<file path="src/verilog/nvm_init_pkg.sv">
// Constants and types shared by the configuration loader
package nvm_init_pkg;

	// ==========================================================
	// Clock and times
	localparam int CLK_KHZ      = 100000;            // 100 MHz core clock
	localparam int T_INIT_MS    = 70;                // Typical init time
	localparam int INIT_CYC     = T_INIT_MS * CLK_KHZ;
	localparam int VOUT_LAT_MS  = 10;                // Longest VOUT latency
	localparam int VOUT_LAT_CYC = VOUT_LAT_MS * CLK_KHZ;
	localparam int SHCLK_KHZ    = 100;               // Share clock rate
	localparam int SHCLK_HALF   = CLK_KHZ / (2 * SHCLK_KHZ);
	localparam int RETRY_CYC    = 1000;              // Hiccup off time

	// ==========================================================
	// Die temperature limits, degrees C, signed
	localparam logic signed [9:0] TEMP_WR_OFF = 10'sh082;  // 130
	localparam logic signed [9:0] TEMP_WR_ON  = 10'sh07d;  // 125
	localparam logic signed [9:0] TEMP_OT     = 10'sh0a0;  // 160
	localparam logic signed [9:0] TEMP_OT_HYS = 10'sh00a;  // 10
	localparam logic signed [9:0] TEMP_OT_REL = TEMP_OT - TEMP_OT_HYS;

	// ==========================================================
	// Memory image: word indices and field positions
	localparam logic [3:0] W_VOUT0  = 4'h0;
	localparam logic [3:0] W_VOUT1  = 4'h1;
	localparam logic [3:0] W_CFG    = 4'h2;
	localparam logic [3:0] W_ADDR   = 4'h3;
	localparam logic [3:0] W_GPMASK = 4'h4;
	localparam logic [3:0] W_SDMASK = 4'h5;
	localparam logic [3:0] W_STLAT  = 4'h6;
	localparam logic [3:0] W_TON    = 4'h7;
	localparam logic [3:0] W_CRC    = 4'h8;
	localparam int CFG_RANGE0   = 0;
	localparam int CFG_RANGE1   = 1;
	localparam int CFG_IGN_STRP = 6;                 // Ignore strapping
	localparam int CFG_LATCH    = 8;                 // 1 latched, 0 hiccup
	localparam logic [7:0] LOG_FIRST = 8'h10;        // Fault log region
	localparam logic [7:0] LOG_LAST  = 8'h1f;
	localparam logic [7:0] CRC_INIT  = 8'h00;
	localparam logic [7:0] CRC_POLY  = 8'h07;

	// ==========================================================
	// Bus addresses, page and reset values
	localparam logic [6:0] ADDR_SPECIAL = 7'h7c;
	localparam logic [6:0] ADDR_GLOB0   = 7'h5a;
	localparam logic [6:0] ADDR_GLOB1   = 7'h5b;
	localparam logic [6:0] ADDR_RST     = 7'h40;
	localparam logic [7:0] PAGE_MAX     = 8'h01;
	localparam logic [12:0] VOUT_RST    = 13'h0000;
	localparam logic [16:0] FB_DIV      = 17'h0000b;  // Reference divisor

	// ==========================================================
	// Loader states
	typedef enum logic [5:0] {
		ST_IDLE  = 6'b000001,
		ST_READ  = 6'b000010,
		ST_CAPT  = 6'b000100,
		ST_CHECK = 6'b001000,
		ST_WAIT  = 6'b010000,
		ST_DONE  = 6'b100000
	} ld_state_t;

endpackage

</file>
<file path="src/verilog/nvm_cfg_init.sv">
// Power-up configuration loader, memory check and output safety gating
// ==========================================================
`timescale 1ns/1ns
module nvm_cfg_init import nvm_init_pkg::*; #(
	parameter int INIT_CYCLES  = INIT_CYC,
	parameter int RETRY_CYCLES = RETRY_CYC
) (
	// Clock and reset
	input  wire logic               CLK_IN,
	input  wire logic               RSTN_IN,
	// Pins from outside the clock domain
	input  wire logic               INPUT_TURN_ON_THRESHOLD_IN,
	input  wire logic [1:0]         PEAK_CMP_IN,
	input  wire logic [1:0]         RUN_PIN_IN,
	input  wire logic               SHARE_CLK_IN,
	// Strap decoder results
	input  wire logic               STRAP_PRESENT_IN,
	input  wire logic [12:0]        STRAP_VOUT0_IN,
	input  wire logic [12:0]        STRAP_VOUT1_IN,
	input  wire logic [3:0]         ADDR_STRAP_LOW_IN,
	input  wire logic               ADDR_LOW_OPEN_IN,
	input  wire logic [2:0]         ADDR_STRAP_HIGH_IN,
	input  wire logic               ADDR_HIGH_OPEN_IN,
	// Memory read port and write requests
	output logic                    NVM_RD_OUT,
	output logic [3:0]              NVM_RD_ADDR_OUT,
	input  wire logic [15:0]        NVM_DATA_IN,
	input  wire logic               NVM_WR_REQ_IN,
	input  wire logic               NVM_LOG_SEL_IN,
	input  wire logic [7:0]         NVM_WR_ADDR_IN,
	output logic                    NVM_WR_OUT,
	output logic [7:0]              NVM_WR_ADDR_OUT,
	input  wire logic               RESTORE_IN,
	// Bus commands
	input  wire logic               PAGE_WR_IN,
	input  wire logic [7:0]         PAGE_DATA_IN,
	input  wire logic               VOUT_WR_IN,
	input  wire logic [12:0]        VOUT_DATA_IN,
	input  wire logic               RANGE_WR_IN,
	input  wire logic               RANGE_DATA_IN,
	input  wire logic               ADDR_PROBE_VALID_IN,
	input  wire logic [6:0]         ADDR_PROBE_IN,
	input  wire logic               STATUS_CLR_IN,
	// Monitors and switching clocks
	input  wire logic signed [9:0]  DIE_TEMP_IN,
	input  wire logic [7:0]         FAULT_SRC_IN,
	input  wire logic [1:0]         CH_CLK_IN,
	// Status and settings
	output logic                    INIT_DONE_OUT,
	output logic                    NVM_CRC_ERR_OUT,
	output logic                    MFR_SUMMARY_OUT,
	output logic                    NVM_WR_BLOCK_OUT,
	output logic                    OT_OFF_OUT,
	output logic [7:0]              STATUS_OUT,
	output logic [0:0]              PAGE_OUT,
	output logic [6:0]              BUS_ADDR_OUT,
	output logic                    ADDR_ACK_OUT,
	output logic [11:0]             REF0_OUT,
	output logic [11:0]             REF1_OUT,
	// Open-drain pins, enable low while driving low
	output logic                    ALERT_OE_N_OUT,
	output logic [1:0]              FAULT_PIN_OE_N_OUT,
	output logic [1:0]              RUN_OE_N_OUT,
	output logic                    SHARE_CLK_OE_N_OUT,
	// Gate drive
	output logic [1:0]              HS_DRIVE_OUT,
	output logic [1:0]              LS_DRIVE_OUT,
	output logic [1:0]              DRV_TRI_OUT
);

	// ==========================================================
	// Helpers
	function automatic logic [7:0] crc8(input logic [7:0] c, input logic [15:0] w);
		logic [7:0] r;
		r = c;
		for (int i = 15; i >= 0; i--) begin
			r = (r[7] ^ w[i]) ? ({r[6:0], 1'b0} ^ CRC_POLY) : {r[6:0], 1'b0};
		end
		return r;
	endfunction

	// Reference LSB is 0.125 mV, 0.0625 mV in range 1; code = mV*8/scale, mV*16/scale in range 1
	function automatic logic [11:0] ref_code(input logic [12:0] mv, input logic rng);
		logic [16:0] num;
		logic [16:0] q;
		num = rng ? {mv, 4'h0} : {1'b0, mv, 3'h0};
		q = num / FB_DIV;
		return (q > 17'h00fff) ? 12'hfff : q[11:0];
	endfunction

	// ==========================================================
	// Declarations
	logic [5:0]    pin_s;
	logic [1:0]    peak_s;
	logic [1:0]    run_s;
	logic          vin_s;
	logic          shclk_s;
	ld_state_t     state_ff;
	logic [3:0]    idx_ff;
	logic [7:0]    crc_ff;
	logic [31:0]   init_cnt_ff;
	logic          apply_ff;
	logic [15:0]   sh_w_ff [9];
	logic          strap_use_ff;
	logic [12:0]   strap_v_ff [2];
	logic [6:0]    strap_a_ff;
	logic [1:0]    strap_open_ff;
	logic [12:0]   vout_mv_ff [2];
	logic [1:0]    range_ff;
	logic [11:0]   ref_ff [2];
	logic [15:0]   cfg_ff;
	logic [15:0]   gpm_ff;
	logic [7:0]    sdm_ff;
	logic [7:0]    stl_ff;
	logic [15:0]   ton_ff;
	logic          wr_block_ff;
	logic          ot_ff;
	logic          off_ff;
	logic [31:0]   retry_ff;
	logic          sd_trip;
	logic          rel_ff;
	logic          sh_low_ff;
	logic [15:0]   sh_cnt_ff;
	logic          sh_prev_ff;
	logic [15:0]   ton_cnt_ff;
	logic          ton_done_ff;
	logic [1:0]    ch_en;
	logic          in_log;
	logic [5:0]    ps_out;

	assign pin_s   = {SHARE_CLK_IN, INPUT_TURN_ON_THRESHOLD_IN, RUN_PIN_IN, PEAK_CMP_IN};
	assign peak_s  = ps_out[1:0];
	assign run_s   = ps_out[3:2];
	assign vin_s   = ps_out[4];
	assign shclk_s = ps_out[5];

	pin_sync3 #(.W(6)) u_sync (
		.clk_in     (CLK_IN),
		.rstn_in    (RSTN_IN),
		.pin_in     (pin_s),
		.stable_out (ps_out)
	);

	// ==========================================================
	// Load sequence: read words, check CRC, wait out init time
	always_ff @(posedge CLK_IN or negedge RSTN_IN) begin
		if (!RSTN_IN) begin
			state_ff        <= ST_IDLE;
			idx_ff          <= 4'h0;
			crc_ff          <= CRC_INIT;
			apply_ff        <= 1'b0;
			NVM_RD_OUT      <= 1'b0;
			NVM_RD_ADDR_OUT <= 4'h0;
			NVM_CRC_ERR_OUT <= 1'b0;
			MFR_SUMMARY_OUT <= 1'b0;
			INIT_DONE_OUT   <= 1'b0;
			strap_use_ff    <= 1'b0;
			strap_a_ff      <= 7'h00;
			strap_open_ff   <= 2'h3;
			for (int i = 0; i < 9; i++) sh_w_ff[i] <= 16'h0000;
			for (int c = 0; c < 2; c++) strap_v_ff[c] <= VOUT_RST;
		end else begin
			apply_ff   <= 1'b0;
			NVM_RD_OUT <= 1'b0;
			case (state_ff)
				ST_IDLE: begin
					// Straps are caught at every load start
					strap_use_ff  <= STRAP_PRESENT_IN;
					strap_v_ff[0] <= STRAP_VOUT0_IN;
					strap_v_ff[1] <= STRAP_VOUT1_IN;
					strap_a_ff    <= {ADDR_STRAP_HIGH_IN, ADDR_STRAP_LOW_IN};
					strap_open_ff <= {ADDR_HIGH_OPEN_IN, ADDR_LOW_OPEN_IN};
					idx_ff        <= 4'h0;
					crc_ff        <= CRC_INIT;
					state_ff      <= ST_READ;
				end
				ST_READ: begin
					NVM_RD_OUT      <= 1'b1;
					NVM_RD_ADDR_OUT <= idx_ff;
					state_ff        <= ST_CAPT;
				end
				ST_CAPT: begin
					// Data returns one cycle after the read strobe
					if (!NVM_RD_OUT) begin
						sh_w_ff[idx_ff] <= NVM_DATA_IN;
						if (idx_ff != W_CRC) begin
							crc_ff   <= crc8(crc_ff, NVM_DATA_IN);
							idx_ff   <= idx_ff + 4'h1;
							state_ff <= ST_READ;
						end else begin
							state_ff <= ST_CHECK;
						end
					end
				end
				ST_CHECK: begin
					// Error stays until a later load checks clean
					NVM_CRC_ERR_OUT <= (crc_ff != sh_w_ff[W_CRC][7:0]);
					MFR_SUMMARY_OUT <= (crc_ff != sh_w_ff[W_CRC][7:0]);
					apply_ff        <= (crc_ff == sh_w_ff[W_CRC][7:0]);
					state_ff        <= INIT_DONE_OUT ? ST_DONE : ST_WAIT;
				end
				ST_WAIT: begin
					if (init_cnt_ff >= 32'(INIT_CYCLES)) begin
						INIT_DONE_OUT <= 1'b1;
						state_ff      <= ST_DONE;
					end
				end
				ST_DONE: begin
					if (RESTORE_IN) state_ff <= ST_IDLE;
				end
				default: state_ff <= ST_IDLE;
			endcase
		end
	end

	// Init time counts from reset release
	always_ff @(posedge CLK_IN or negedge RSTN_IN) begin
		if (!RSTN_IN) init_cnt_ff <= 32'h0;
		else if (init_cnt_ff < 32'(INIT_CYCLES)) init_cnt_ff <= init_cnt_ff + 32'h1;
	end

	// ==========================================================
	// Working settings: loaded image, then bus commands
	always_ff @(posedge CLK_IN or negedge RSTN_IN) begin
		if (!RSTN_IN) begin
			for (int c = 0; c < 2; c++) vout_mv_ff[c] <= VOUT_RST;
			range_ff     <= 2'h0;
			cfg_ff       <= 16'h0000;
			gpm_ff       <= 16'h0000;
			sdm_ff       <= 8'h00;
			stl_ff       <= 8'h00;
			ton_ff       <= 16'h0000;
			BUS_ADDR_OUT <= ADDR_RST;
			PAGE_OUT     <= 1'b0;
		end else if (apply_ff) begin
			// Voltage straps win unless absent or ignored; address straps win per nibble unless open
			if (strap_use_ff && !sh_w_ff[W_CFG][CFG_IGN_STRP]) begin
				vout_mv_ff[0] <= strap_v_ff[0];
				vout_mv_ff[1] <= strap_v_ff[1];
			end else begin
				vout_mv_ff[0] <= sh_w_ff[W_VOUT0][12:0];
				vout_mv_ff[1] <= sh_w_ff[W_VOUT1][12:0];
			end
			range_ff     <= {sh_w_ff[W_CFG][CFG_RANGE1], sh_w_ff[W_CFG][CFG_RANGE0]};
			cfg_ff       <= sh_w_ff[W_CFG];
			gpm_ff       <= sh_w_ff[W_GPMASK];
			sdm_ff       <= sh_w_ff[W_SDMASK][7:0];
			stl_ff       <= sh_w_ff[W_STLAT][7:0];
			ton_ff       <= sh_w_ff[W_TON];
			BUS_ADDR_OUT[3:0] <= strap_open_ff[0] ? sh_w_ff[W_ADDR][3:0] : strap_a_ff[3:0];
			BUS_ADDR_OUT[6:4] <= strap_open_ff[1] ? sh_w_ff[W_ADDR][6:4] : strap_a_ff[6:4];
		end else begin
			if (PAGE_WR_IN && PAGE_DATA_IN <= PAGE_MAX) PAGE_OUT <= PAGE_DATA_IN[0];
			if (VOUT_WR_IN) vout_mv_ff[PAGE_OUT] <= VOUT_DATA_IN;
			if (RANGE_WR_IN) range_ff[PAGE_OUT] <= RANGE_DATA_IN;
		end
	end

	// Reference codes follow the settings one cycle later
	always_ff @(posedge CLK_IN or negedge RSTN_IN) begin
		if (!RSTN_IN) begin
			for (int c = 0; c < 2; c++) ref_ff[c] <= 12'h000;
		end else begin
			for (int c = 0; c < 2; c++) ref_ff[c] <= ref_code(vout_mv_ff[c], range_ff[c]);
		end
	end
	assign REF0_OUT = ref_ff[0];
	assign REF1_OUT = ref_ff[1];

	// ==========================================================
	// Temperature gates with hysteresis
	always_ff @(posedge CLK_IN or negedge RSTN_IN) begin
		if (!RSTN_IN) begin
			wr_block_ff <= 1'b0;
			ot_ff       <= 1'b0;
		end else begin
			if (DIE_TEMP_IN > TEMP_WR_OFF) wr_block_ff <= 1'b1;
			else if (DIE_TEMP_IN < TEMP_WR_ON) wr_block_ff <= 1'b0;
			if (DIE_TEMP_IN > TEMP_OT) ot_ff <= 1'b1;
			else if (DIE_TEMP_IN < TEMP_OT_REL) ot_ff <= 1'b0;
		end
	end
	assign NVM_WR_BLOCK_OUT = wr_block_ff;
	assign OT_OFF_OUT       = ot_ff;

	// Memory writes: temperature gate, fault log kept in its region
	assign in_log = (NVM_WR_ADDR_IN >= LOG_FIRST) && (NVM_WR_ADDR_IN <= LOG_LAST);
	always_ff @(posedge CLK_IN or negedge RSTN_IN) begin
		if (!RSTN_IN) begin
			NVM_WR_OUT      <= 1'b0;
			NVM_WR_ADDR_OUT <= 8'h00;
		end else begin
			NVM_WR_OUT <= NVM_WR_REQ_IN && !wr_block_ff && (state_ff == ST_DONE)
				&& (!NVM_LOG_SEL_IN || in_log);
			NVM_WR_ADDR_OUT <= NVM_WR_ADDR_IN;
		end
	end

	// ==========================================================
	// Status, fault pins, alert and address answer
	always_ff @(posedge CLK_IN or negedge RSTN_IN) begin
		if (!RSTN_IN) begin
			STATUS_OUT         <= 8'h00;
			FAULT_PIN_OE_N_OUT <= 2'h3;
			ALERT_OE_N_OUT     <= 1'b1;
			ADDR_ACK_OUT       <= 1'b0;
		end else begin
			// Latched bits: a new event beats the clear
			for (int i = 0; i < 8; i++) begin
				STATUS_OUT[i] <= stl_ff[i]
					? (FAULT_SRC_IN[i] | (STATUS_OUT[i] & !STATUS_CLR_IN))
					: FAULT_SRC_IN[i];
			end
			FAULT_PIN_OE_N_OUT[0] <= !(INIT_DONE_OUT && |(FAULT_SRC_IN & gpm_ff[7:0]));
			FAULT_PIN_OE_N_OUT[1] <= !(INIT_DONE_OUT && |(FAULT_SRC_IN & gpm_ff[15:8]));
			ALERT_OE_N_OUT <= !(NVM_CRC_ERR_OUT || |STATUS_OUT);
			if (NVM_CRC_ERR_OUT) begin
				ADDR_ACK_OUT <= ADDR_PROBE_VALID_IN && (ADDR_PROBE_IN == ADDR_SPECIAL
					|| ADDR_PROBE_IN == ADDR_GLOB0 || ADDR_PROBE_IN == ADDR_GLOB1);
			end else begin
				ADDR_ACK_OUT <= ADDR_PROBE_VALID_IN && (ADDR_PROBE_IN == BUS_ADDR_OUT
					|| ADDR_PROBE_IN == ADDR_GLOB0 || ADDR_PROBE_IN == ADDR_GLOB1);
			end
		end
	end

	// ==========================================================
	// Fault shutdown: latched until both runs low, else hiccup
	assign sd_trip = |(FAULT_SRC_IN & ~sdm_ff) || ot_ff;
	always_ff @(posedge CLK_IN or negedge RSTN_IN) begin
		if (!RSTN_IN) begin
			off_ff   <= 1'b0;
			retry_ff <= 32'h0;
		end else if (sd_trip) begin
			off_ff   <= 1'b1;
			retry_ff <= 32'h0;
		end else if (off_ff) begin
			if (cfg_ff[CFG_LATCH]) begin
				if (run_s == 2'h0) off_ff <= 1'b0;
			end else if (retry_ff >= 32'(RETRY_CYCLES - 1)) begin
				off_ff <= 1'b0;
			end else begin
				retry_ff <= retry_ff + 32'h1;
			end
		end
	end

	// Run pins held low until init, input voltage and clean memory
	always_ff @(posedge CLK_IN or negedge RSTN_IN) begin
		if (!RSTN_IN) begin
			rel_ff       <= 1'b0;
			RUN_OE_N_OUT <= 2'h0;
		end else begin
			rel_ff       <= INIT_DONE_OUT && vin_s;
			RUN_OE_N_OUT <= {2{INIT_DONE_OUT && vin_s && !NVM_CRC_ERR_OUT}};
		end
	end

	// Share clock: held low, then a divider that follows faster peers
	always_ff @(posedge CLK_IN or negedge RSTN_IN) begin
		if (!RSTN_IN) begin
			sh_low_ff          <= 1'b1;
			sh_cnt_ff          <= 16'h0000;
			sh_prev_ff         <= 1'b0;
			SHARE_CLK_OE_N_OUT <= 1'b0;
		end else begin
			sh_prev_ff <= shclk_s;
			if (!rel_ff) begin
				sh_low_ff <= 1'b1;
				sh_cnt_ff <= 16'h0000;
			end else if ((sh_prev_ff && !shclk_s && !sh_low_ff)
				|| sh_cnt_ff >= 16'(SHCLK_HALF - 1)) begin
				sh_low_ff <= !sh_low_ff;
				sh_cnt_ff <= 16'h0000;
			end else begin
				sh_cnt_ff <= sh_cnt_ff + 16'h0001;
			end
			SHARE_CLK_OE_N_OUT <= !(sh_low_ff || !rel_ff);
		end
	end

	// Turn-on delay counted on share clock rising edges
	always_ff @(posedge CLK_IN or negedge RSTN_IN) begin
		if (!RSTN_IN) begin
			ton_cnt_ff  <= 16'h0000;
			ton_done_ff <= 1'b0;
		end else if (!rel_ff || run_s == 2'h0 || off_ff) begin
			ton_cnt_ff  <= 16'h0000;
			ton_done_ff <= 1'b0;
		end else if (!sh_prev_ff && shclk_s && !ton_done_ff) begin
			if (ton_cnt_ff >= ton_ff) ton_done_ff <= 1'b1;
			else ton_cnt_ff <= ton_cnt_ff + 16'h0001;
		end
	end

	// ==========================================================
	// Per-channel switch latch
	assign ch_en = {2{rel_ff && !NVM_CRC_ERR_OUT && !off_ff && !ot_ff && ton_done_ff}} & run_s;
	always_ff @(posedge CLK_IN or negedge RSTN_IN) begin
		if (!RSTN_IN) begin
			HS_DRIVE_OUT <= 2'h0;
			LS_DRIVE_OUT <= 2'h0;
			DRV_TRI_OUT  <= 2'h3;
		end else begin
			for (int c = 0; c < 2; c++) begin
				DRV_TRI_OUT[c] <= !INIT_DONE_OUT;
				if (!ch_en[c]) begin
					HS_DRIVE_OUT[c] <= 1'b0;
					LS_DRIVE_OUT[c] <= 1'b0;
				end else if (peak_s[c]) begin
					HS_DRIVE_OUT[c] <= 1'b0;
					LS_DRIVE_OUT[c] <= 1'b1;
				end else if (CH_CLK_IN[c]) begin
					HS_DRIVE_OUT[c] <= 1'b1;
					LS_DRIVE_OUT[c] <= 1'b0;
				end
			end
		end
	end
endmodule

</file>
<file path="src/verilog/pin_sync3.sv">
// Three-stage pin synchroniser with agreement filter
`timescale 1ns/1ns
module pin_sync3 #(
	parameter int W = 1
) (
	// Clock and reset
	input  wire logic         clk_in,
	input  wire logic         rstn_in,
	// Pins and filtered result
	input  wire logic [W-1:0] pin_in,
	output logic      [W-1:0] stable_out
);

	logic [W-1:0] s1_ff;
	logic [W-1:0] s2_ff;
	logic [W-1:0] s3_ff;

	// First stage feeds only the second; a bit moves once stages two and three agree
	always_ff @(posedge clk_in or negedge rstn_in) begin
		if (!rstn_in) begin
			s1_ff      <= '0;
			s2_ff      <= '0;
			s3_ff      <= '0;
			stable_out <= '0;
		end else begin
			s1_ff <= pin_in;
			s2_ff <= s1_ff;
			s3_ff <= s2_ff;
			for (int i = 0; i < W; i++) begin
				if (s2_ff[i] == s3_ff[i]) begin
					stable_out[i] <= s3_ff[i];
				end
			end
		end
	end

endmodule
</file>
<file path="config.mk">
export PLATFORM = sky130hd
export DESIGN_NAME = nvm_cfg_init
export DESIGN_NICKNAME = d
export VERILOG_FILES = /design/src/verilog/nvm_init_pkg.sv /design/src/verilog/nvm_cfg_init.sv /design/src/verilog/pin_sync3.sv
export SDC_FILE = /design/constraint.sdc
export NUM_CORES = 1
export LEC_CHECK = 0
export BUFFER_PORTS_ARGS = -buffer_cell sky130_fd_sc_hd__buf_2
export CAP_MARGIN = 5
export CORE_MARGIN = 3
export CORE_UTILIZATION = 60
export DETAILED_ROUTE_END_ITERATION = 12
export HOLD_SLACK_MARGIN = 0.06
export PLACE_DENSITY = 0.91
export RECOVER_POWER = 50
export SLEW_MARGIN = 20
export SYNTH_ARGS = -nofsm -noshare
export SYNTH_HDL_FRONTEND = slang
export SYNTH_SLANG_ARGS = --single-unit
</file>
<file path="constraint.sdc">
create_clock -name CLK_IN -period 24.8 [get_ports CLK_IN]
set_input_delay 0 -clock CLK_IN [delete_from_list [all_inputs] [get_ports CLK_IN]]
set_output_delay 0 -clock CLK_IN [all_outputs]
set_load 0.005 [all_outputs]
</file>
==> run_results.csv, run 1 <==
group,metric,value,unit
timing,setup_ws,15.01,ns
layout,fin_area,0.02711,sq mm
run_status,outcome,"finished, violations left",
routing,drc,0,
timing,relSlewSlack,-381.8,%
floorplan,dieWidth,203.8,microns
timing,fin_tns_setup,0,ns
placement,dp.cells,2898,
setup_path,crit_arrival,10.22,ns
floorplan,num_rows,71,
routing,avgViaCountPerCell,6.554,
synth,yosysWarnings,0,
routing,drt_iter0_drc,2089,
floorplan,die_y,203.8,microns
setup_path,crit_required,25.23,ns
floorplan,coreArea,0.03811,sq mm
synth,ys_types,120,
run_status,violations,"max-capacitance violations, max-slew violations",
routing,wl_per_cell,22.27,microns
synth,ys_top_cells_by_area,"dfrtp_1 (44%), mux2_2 (9.5%), nand2_1 (2.9%)",
placement,dp_slack,15.28,ns
setup_path,max_stage_delay,0.79,ns
synth,yosysTopAreaCell,"dfrtp_1",
setup_path,end_kind,"register",
synth,synthFlopType,"dfrtp_1",
global_routing,grt_use_total,32.75,%
layout,layout.nets,2700,
routing,vias,20260,
synth,synth_edf_count,0,
synth,syn_area,0.02347,sq mm
timing,finClkSkew,0.02664,ns
setup_path,worstSetupStartpointType,"register",
placement,hpwl,41610,microns
clock_tree,cts-resized-gates,0,
setup_path,cp_max_fo,43,
clock_tree,clockRootBuffer,"clkbuf_16",
layout,fillers,2525,
setup_path,cp_num_buf_inv,4,
setup_path,path_class,"register to register",
synth,async_reset_ff_share,100.0,%
global_routing,overflow,0,
placement,port_buffers,196,
clock_tree,htreeDepth,2,
timing,fin_crit_sh,39.46,%
synth,synth.avg_cell_area,10.19,sq um
setup_path,crit_slowest_cell,"o311ai_2",
clock_tree,clkTransAtPathRegs,0.06,ns
timing,min_period,9.786,ns
routing,detail-route-antenna-nets,0,
setup_path,critPathTopFamily,"compound AO/OA/AOI/OAI gates",
placement,place.gp.congestion,0.9301,
worst_hold_path,min_path_type,"primary input to register",
routing,drt_first_pass_iters,8,
clock_tree,cts_sinks,419,
layout,instances_no_fill,3091,
global_routing,antenna_found_initial,4,
floorplan,start_util,61.58,%
clock_tree,cts_tree,"yes",
timing,final_max_slew_viol_count,392,
global_routing,grt_pass1_wl,109700,microns
floorplan,dieArea,0.04152,sq mm
timing,timing.fmax,102.2,MHz
clock_tree,cts_hold_buf,112,
timing,tightest_slew,7.228,ns
routing,wirelength,68830,microns
global_routing,grt_max_degree,132,
clock_tree,numCtsBuffers,43,
clock_tree,post-cts-setup-buffer-count,0,
synth,synth-seq-cells,419,
global_routing,grt_pass1_vias,20360,
timing,setup_viol,0,
clock_tree,clockBufferDepth,3,
placement,dpl-instance-area,0.02456,sq mm
clock_tree,clock_latency,0.58,ns
flow_run,maxCapViolCount,6,
timing,rsz0062_at_grt,"false",
timing,hold_viol,0,
synth,synth_cells,2303,
floorplan,num_io_pins,197,
synth,synth_top_area_share,43.72,%
layout,synthToLayoutAreaGrowth,15.53,%
layout,drive_gt1_share,19.17,%
synth,yosysSeqAreaShare,44.72,%
[final timing paths]
kind	endpoint	cells past startpoint	slack, ns	from
worst max register to register	REF0_OUT[0]$_DFF_PN0_	32	15.01	range_ff[0]$_DFFE_PN0P_
worst min register to register	u_sync.s2_ff[3]$_DFF_PN0_	0	0.35	u_sync.s1_ff[3]$_DFF_PN0_
max in group asynchronous	REF1_OUT[4]$_DFF_PN0_	4	15.40	RSTN_IN
worst max-delay path	REF0_OUT[0]$_DFF_PN0_	32	15.01	range_ff[0]$_DFFE_PN0P_
min in group asynchronous	sh_cnt_ff[11]$_DFF_PN0_	2	2.71	RSTN_IN
worst min-delay path	u_sync.s1_ff[2]$_DFF_PN0_	2	0.08	RUN_PIN_IN[0]
[cell usage after synthesis (13+ instances only)]
cell / n
nor2b_1: 14
and3_1: 32
nor4_1: 22
a31oi_1: 28
dfrtp_1: 410
a22oi_1: 20
nand3_1: 61
nor3_1: 43
xnor2_1: 77
mux2i_1: 68
inv_1: 69
nor2_1: 177
a211oi_1: 31
ha_1: 31
buf_2: 31
xor2_1: 44
nand2_1: 184
o211ai_1: 28
a21oi_1: 119
o21ai_0: 94
clkbuf_1: 61
and2_1: 17
nand2b_1: 23
o22ai_1: 18
o31ai_1: 13
nand4_1: 29
buf_1: 17
o21ai_1: 14
mux2_2: 197
a21o_1: 15
buf_6: 14
[stage by stage]
stage | utilization, % | hold WS, ns
global placement | 64.46 | 0.1077
CTS | 71.35 | 0.06039
detailed placement | 64.46 | 0.1093
global route | 71.14 | 0.07363
floorplan | - | -0.2956
finish | 71.14 | 0.07666
[cells in the final DEF, fill, tap and decap left out, drive strengths merged, types with 12 or more instances in the layout]
cell type,instances
nor3,45
nand4,29
inv,73
ha,31
o31ai,16
and4,12
mux2i,69
xor2,44
nor4,22
dfrtp,410
a211oi,33
nand2,185
o22ai,20
xnor2,79
and2,17
a21o,15
a21oi,121
or2,16
nand2b,23
clkbuf,118
mux2,201
o211ai,31
and3,33
nand3,61
buf,155
maj3,13
o21ai,109
nor2b,14
a31oi,31
nor2,179
a22oi,21
dlygate4sd3,112
[area by class of cell]
cell class | instances | area, sq um | area share [%]
Sequential cell | 419 | 10500 | 38.71
Clock buffer | 60 | 1250 | 4.610
Inverter | 69 | 259.0 | 0.9552
Antenna cell | 3 | 7.507 | 0.02769
Clock inverter | 18 | 257.7 | 0.9506
Tap cell | 511 | 639.4 | 2.358
Timing Repair Buffer | 325 | 2151 | 7.933
Multi-Input combinational cell | 1686 | 12050 | 44.45
[worst register-to-register path, delay by kind of cell (launching register included)]
| family | cells | cell delay, ns |
|---|---|---|
| adder cells (fa/ha/maj) | 2 | 0.57 |
| flip-flops | 1 | 0.33 |
| AND/OR/NAND/NOR | 7 | 2.05 |
| AO/OA/AOI/OAI | 16 | 5.12 |
| XOR/XNOR | 3 | 0.51 |
| buffers and inverters | 4 | 1.07 |
[logic make-up (layout without fill, tap and decap cells)]
| group | count (synthesis) | after routing | synth area share (%) |
|---|---|---|---|
| AND/OR/NAND/NOR | 687 | 687 | 14.55 |
| flip-flops | 419 | 419 | 44.72 |
| adder cells (fa/ha/maj) | 44 | 44 | 2.223 |
| multiplexers | 270 | 270 | 12.66 |
| other | 1 | 10 | 0.01598 |
| XOR/XNOR | 123 | 123 | 4.702 |
| AO/OA/AOI/OAI | 555 | 555 | 17.06 |
| buffers and inverters | 204 | 472 | 4.068 |
[state kept, by name (all words and copies together) (netlist names), 16 cells and up]
name,count
sh_w_ff,93
init_cnt_ff,32
retry_ff,32
strap_v_ff,26
vout_mv_ff,26
gpm_ff,16
sh_cnt_ff,16
ton_cnt_ff,16
ton_ff,16
[routing by layer]
metal  GRT usage, %  wire (microns)  share of wire (%)
met4          15.68            4002                5.8
met1          41.14           25990                 38
met3          5.395            5355                7.8
met2          55.53           33480                 49
met5              0               0                  0
Power of run 1 is not shown: default switching activity piles up to over one toggle a cycle in this logic, so the estimate is an artifact.
==> run 2: changes to the inputs <==
==> constraint.sdc (replaced) <==
create_clock -name CLK_IN -period 9.7 [get_ports CLK_IN]
set_input_delay 0 -clock CLK_IN [delete_from_list [all_inputs] [get_ports CLK_IN]]
set_output_delay 0 -clock CLK_IN [all_outputs]
set_load 0.005 [all_outputs]
==> run 2 against run 1 <==
Net effect:
- the run still ends with max-capacitance violations, max-slew violations left
- count of clock-buffer cells in the layout is 5 higher
- clock skew rose by 0.015 ns
- wire length fell by 3.4%
- sequential share of layout area down 0.31 points
- global-route usage fell by 1.2 points
- core utilization is 0.60 points higher
- via count shrank 0.83%
- worst setup slack worse by 14 ns
- worst hold slack better by 0.057 ns
- flip-flop and latch count unchanged
==> run_results.csv, run 2 (same netlist as run 1, synthesis figures left out) <==
group,metric,value,unit
clock_tree,cts_tree,"yes",
layout,regArea,0.01050,sq mm
layout,synthToLayoutAreaGrowth,16.51,%
setup_path,r2r_start,"vout_mv_ff[25]$_DFFE_PN0P_",
setup_path,r2r_slack,0.56,ns
global_routing,grt_pass1_vias,20230,
floorplan,dieWidth,203.8,microns
clock_tree,clock_latency,0.61,ns
routing,wirelength,66510,microns
setup_path,critPathTopFamily,"compound AO/OA/AOI/OAI gates",
timing,fin_crit_sh,94.22,%
clock_tree,clkTransAtPathRegs,0.06,ns
setup_path,reg2reg_to,"REF0_OUT[0]$_DFF_PN0_",
timing,hold_viol,0,
floorplan,die_y,203.8,microns
global_routing,busiest_layer,"met2",
run_status,outcome,"finished, violations left",
placement,hpwl,41970,microns
global_routing,grt_pass1_wl,106200,microns
layout,largest_reg_flops,93,
setup_path,max_stage_delay,0.64,ns
setup_path,path_class,"register to register",
setup_path,cp_max_fo,19,
floorplan,start_util,61.58,%
run_status,violations,"max-capacitance violations, max-slew violations",
placement,place.gp.congestion,0.9263,
setup_path,reg2reg_depth,33,
flow_run,maxCapViolCount,3,
placement,port_buffers,196,
routing,drc,0,
layout,multi_input_area,0.01210,sq mm
layout,top_register,"sh_w_ff",
clock_tree,clockBufferDepth,3,
floorplan,num_rows,71,
setup_path,end_kind,"register",
timing,timing.fmax,109.4,MHz
clock_tree,cts_sinks,419,
timing,setup_viol,0,
setup_path,crit_required,10.14,ns
setup_path,path_common_cell,"xnor2_1",
clock_tree,htreeDepth,2,
timing,min_period,9.140,ns
worst_hold_path,worstHoldStart,"DIE_TEMP_IN[9]",
routing,drt_first_pass_iters,9,
timing,fin_tns_setup,0,ns
layout,drive_gt1_share,19.71,%
layout,final_common_cell,"dfrtp_1",
setup_path,worstSetupStartpointType,"register",
global_routing,use_met3,5.092,%
layout,layout.nets,2721,
timing,tightest_slew,6.913,ns
routing,wl_per_cell,21.35,microns
worst_hold_path,min_path_type,"primary input to register",
timing,rsz0062_at_grt,"true",
setup_path,cp_num_buf_inv,3,
setup_path,crit_arrival,9.58,ns
floorplan,dieArea,0.04152,sq mm
routing,avgViaCountPerCell,6.449,
clock_tree,clockRootBuffer,"clkbuf_16",
global_routing,use_met2,53.70,%
layout,fillers,2510,
timing,holdWs,0.1333,ns
layout,largest_registers,"sh_w_ff x93, init_cnt_ff x32, retry_ff x32",
setup_path,crit_slowest_cell,"or4_1",
floorplan,coreArea,0.03811,sq mm
placement,dp.cells,2903,
global_routing,grt_use_total,31.60,%
routing,vias,20090,
global_routing,antenna_found_initial,5,
floorplan,num_io_pins,197,
routing,detail-route-antenna-nets,0,
global_routing,overflow,0,
timing,final_max_slew_viol_count,240,
routing,drt_iter0_drc,1776,
layout,final_cell_mix,"dfrtp_1 (406), mux2_2 (192), nand2_1 (183), nor2_1 (176), buf_2 (142)",
timing,relSlewSlack,-360.8,%
clock_tree,numCtsBuffers,43,
global_routing,grt_max_degree,128,
layout,instances_no_fill,3115,
worst_hold_path,hold_depth,3,
worst_hold_path,whs_endpoint,"NVM_WR_BLOCK_OUT$_DFFE_PN0P_",
timing,finClkSkew,0.04205,ns
global_routing,use_met1,39.62,%
run 2: cell types whose count changed in the layout (fill, tap and decap cells not counted), moves of 3 or more:
cell           delta
dfrtp_1           -4
dlygate4sd3_1    +15
diode_2           +3
buf_4             +8
dfrtp_2           +4
clkinvlp_4        -4
run 2: what timing repair did:
item / in CTS / in global routing
buffers inserted: 0 / 0
gates resized for setup: 0 / 15
hold endpoints to repair: 316 / 0
setup endpoints to repair: 0 / 2
hold buffers: 127 / 0
run 2: area by class of cell:
class / count / share of cell area (%)
Inverter: 69 / 0.9472
Tap cell: 511 / 2.338
Sequential cell: 419 / 38.40
Clock buffer: 65 / 4.640
Timing Repair Buffer: 346 / 8.589
Multi-Input combinational cell: 1686 / 44.26
Antenna cell: 6 / 0.05491
Clock inverter: 13 / 0.7642
run 2: tightest hold or removal path, delay by kind of cell:
kind	cells	cell delay (ns)
buf+inv	2	0.63
simple gates	1	0.04
run 2: worst max-delay path by stage:
| stage | endpoint | depth (start not counted) | start |
|---|---|---|---|
| after floorplan | REF0_OUT[0]$_DFF_PN0_ | 36 | range_ff[0]$_DFFE_PN0P_ |
| after global placement | REF0_OUT[0]$_DFF_PN0_ | 32 | vout_mv_ff[23]$_DFFE_PN0P_ |
| after global routing | REF0_OUT[0]$_DFF_PN0_ | 33 | range_ff[0]$_DFFE_PN0P_ |
| after detailed placement | REF0_OUT[0]$_DFF_PN0_ | 32 | vout_mv_ff[21]$_DFFE_PN0P_ |
| final | REF0_OUT[0]$_DFF_PN0_ | 33 | vout_mv_ff[25]$_DFFE_PN0P_ |
| after CTS | REF0_OUT[0]$_DFF_PN0_ | 32 | vout_mv_ff[21]$_DFFE_PN0P_ |
run 2: per-layer routing:
layer  part of all wire [%]  vias up  routed length [microns]
met5                      0        -                        0
met4                    5.0        0                     3301
met3                    7.3      258                     4870
met2                     49     1049                    32590
met1                     39     9820                    25750
li1                       -     8963                        -
run 2: metrics by stage:
step | setup WS (ns) | util [%] | instance area, sq um
after floorplan | 1.904 | - | 23490
after global placement | 0.8236 | 64.56 | 24600
after detailed placement | 0.3134 | 64.56 | 24600
after CTS | 0.2782 | 71.77 | 27350
after global routing | -0.05241 | 71.74 | 27340
final | 0.5605 | 71.75 | 27340
Power of run 2 is left out for the same reason.
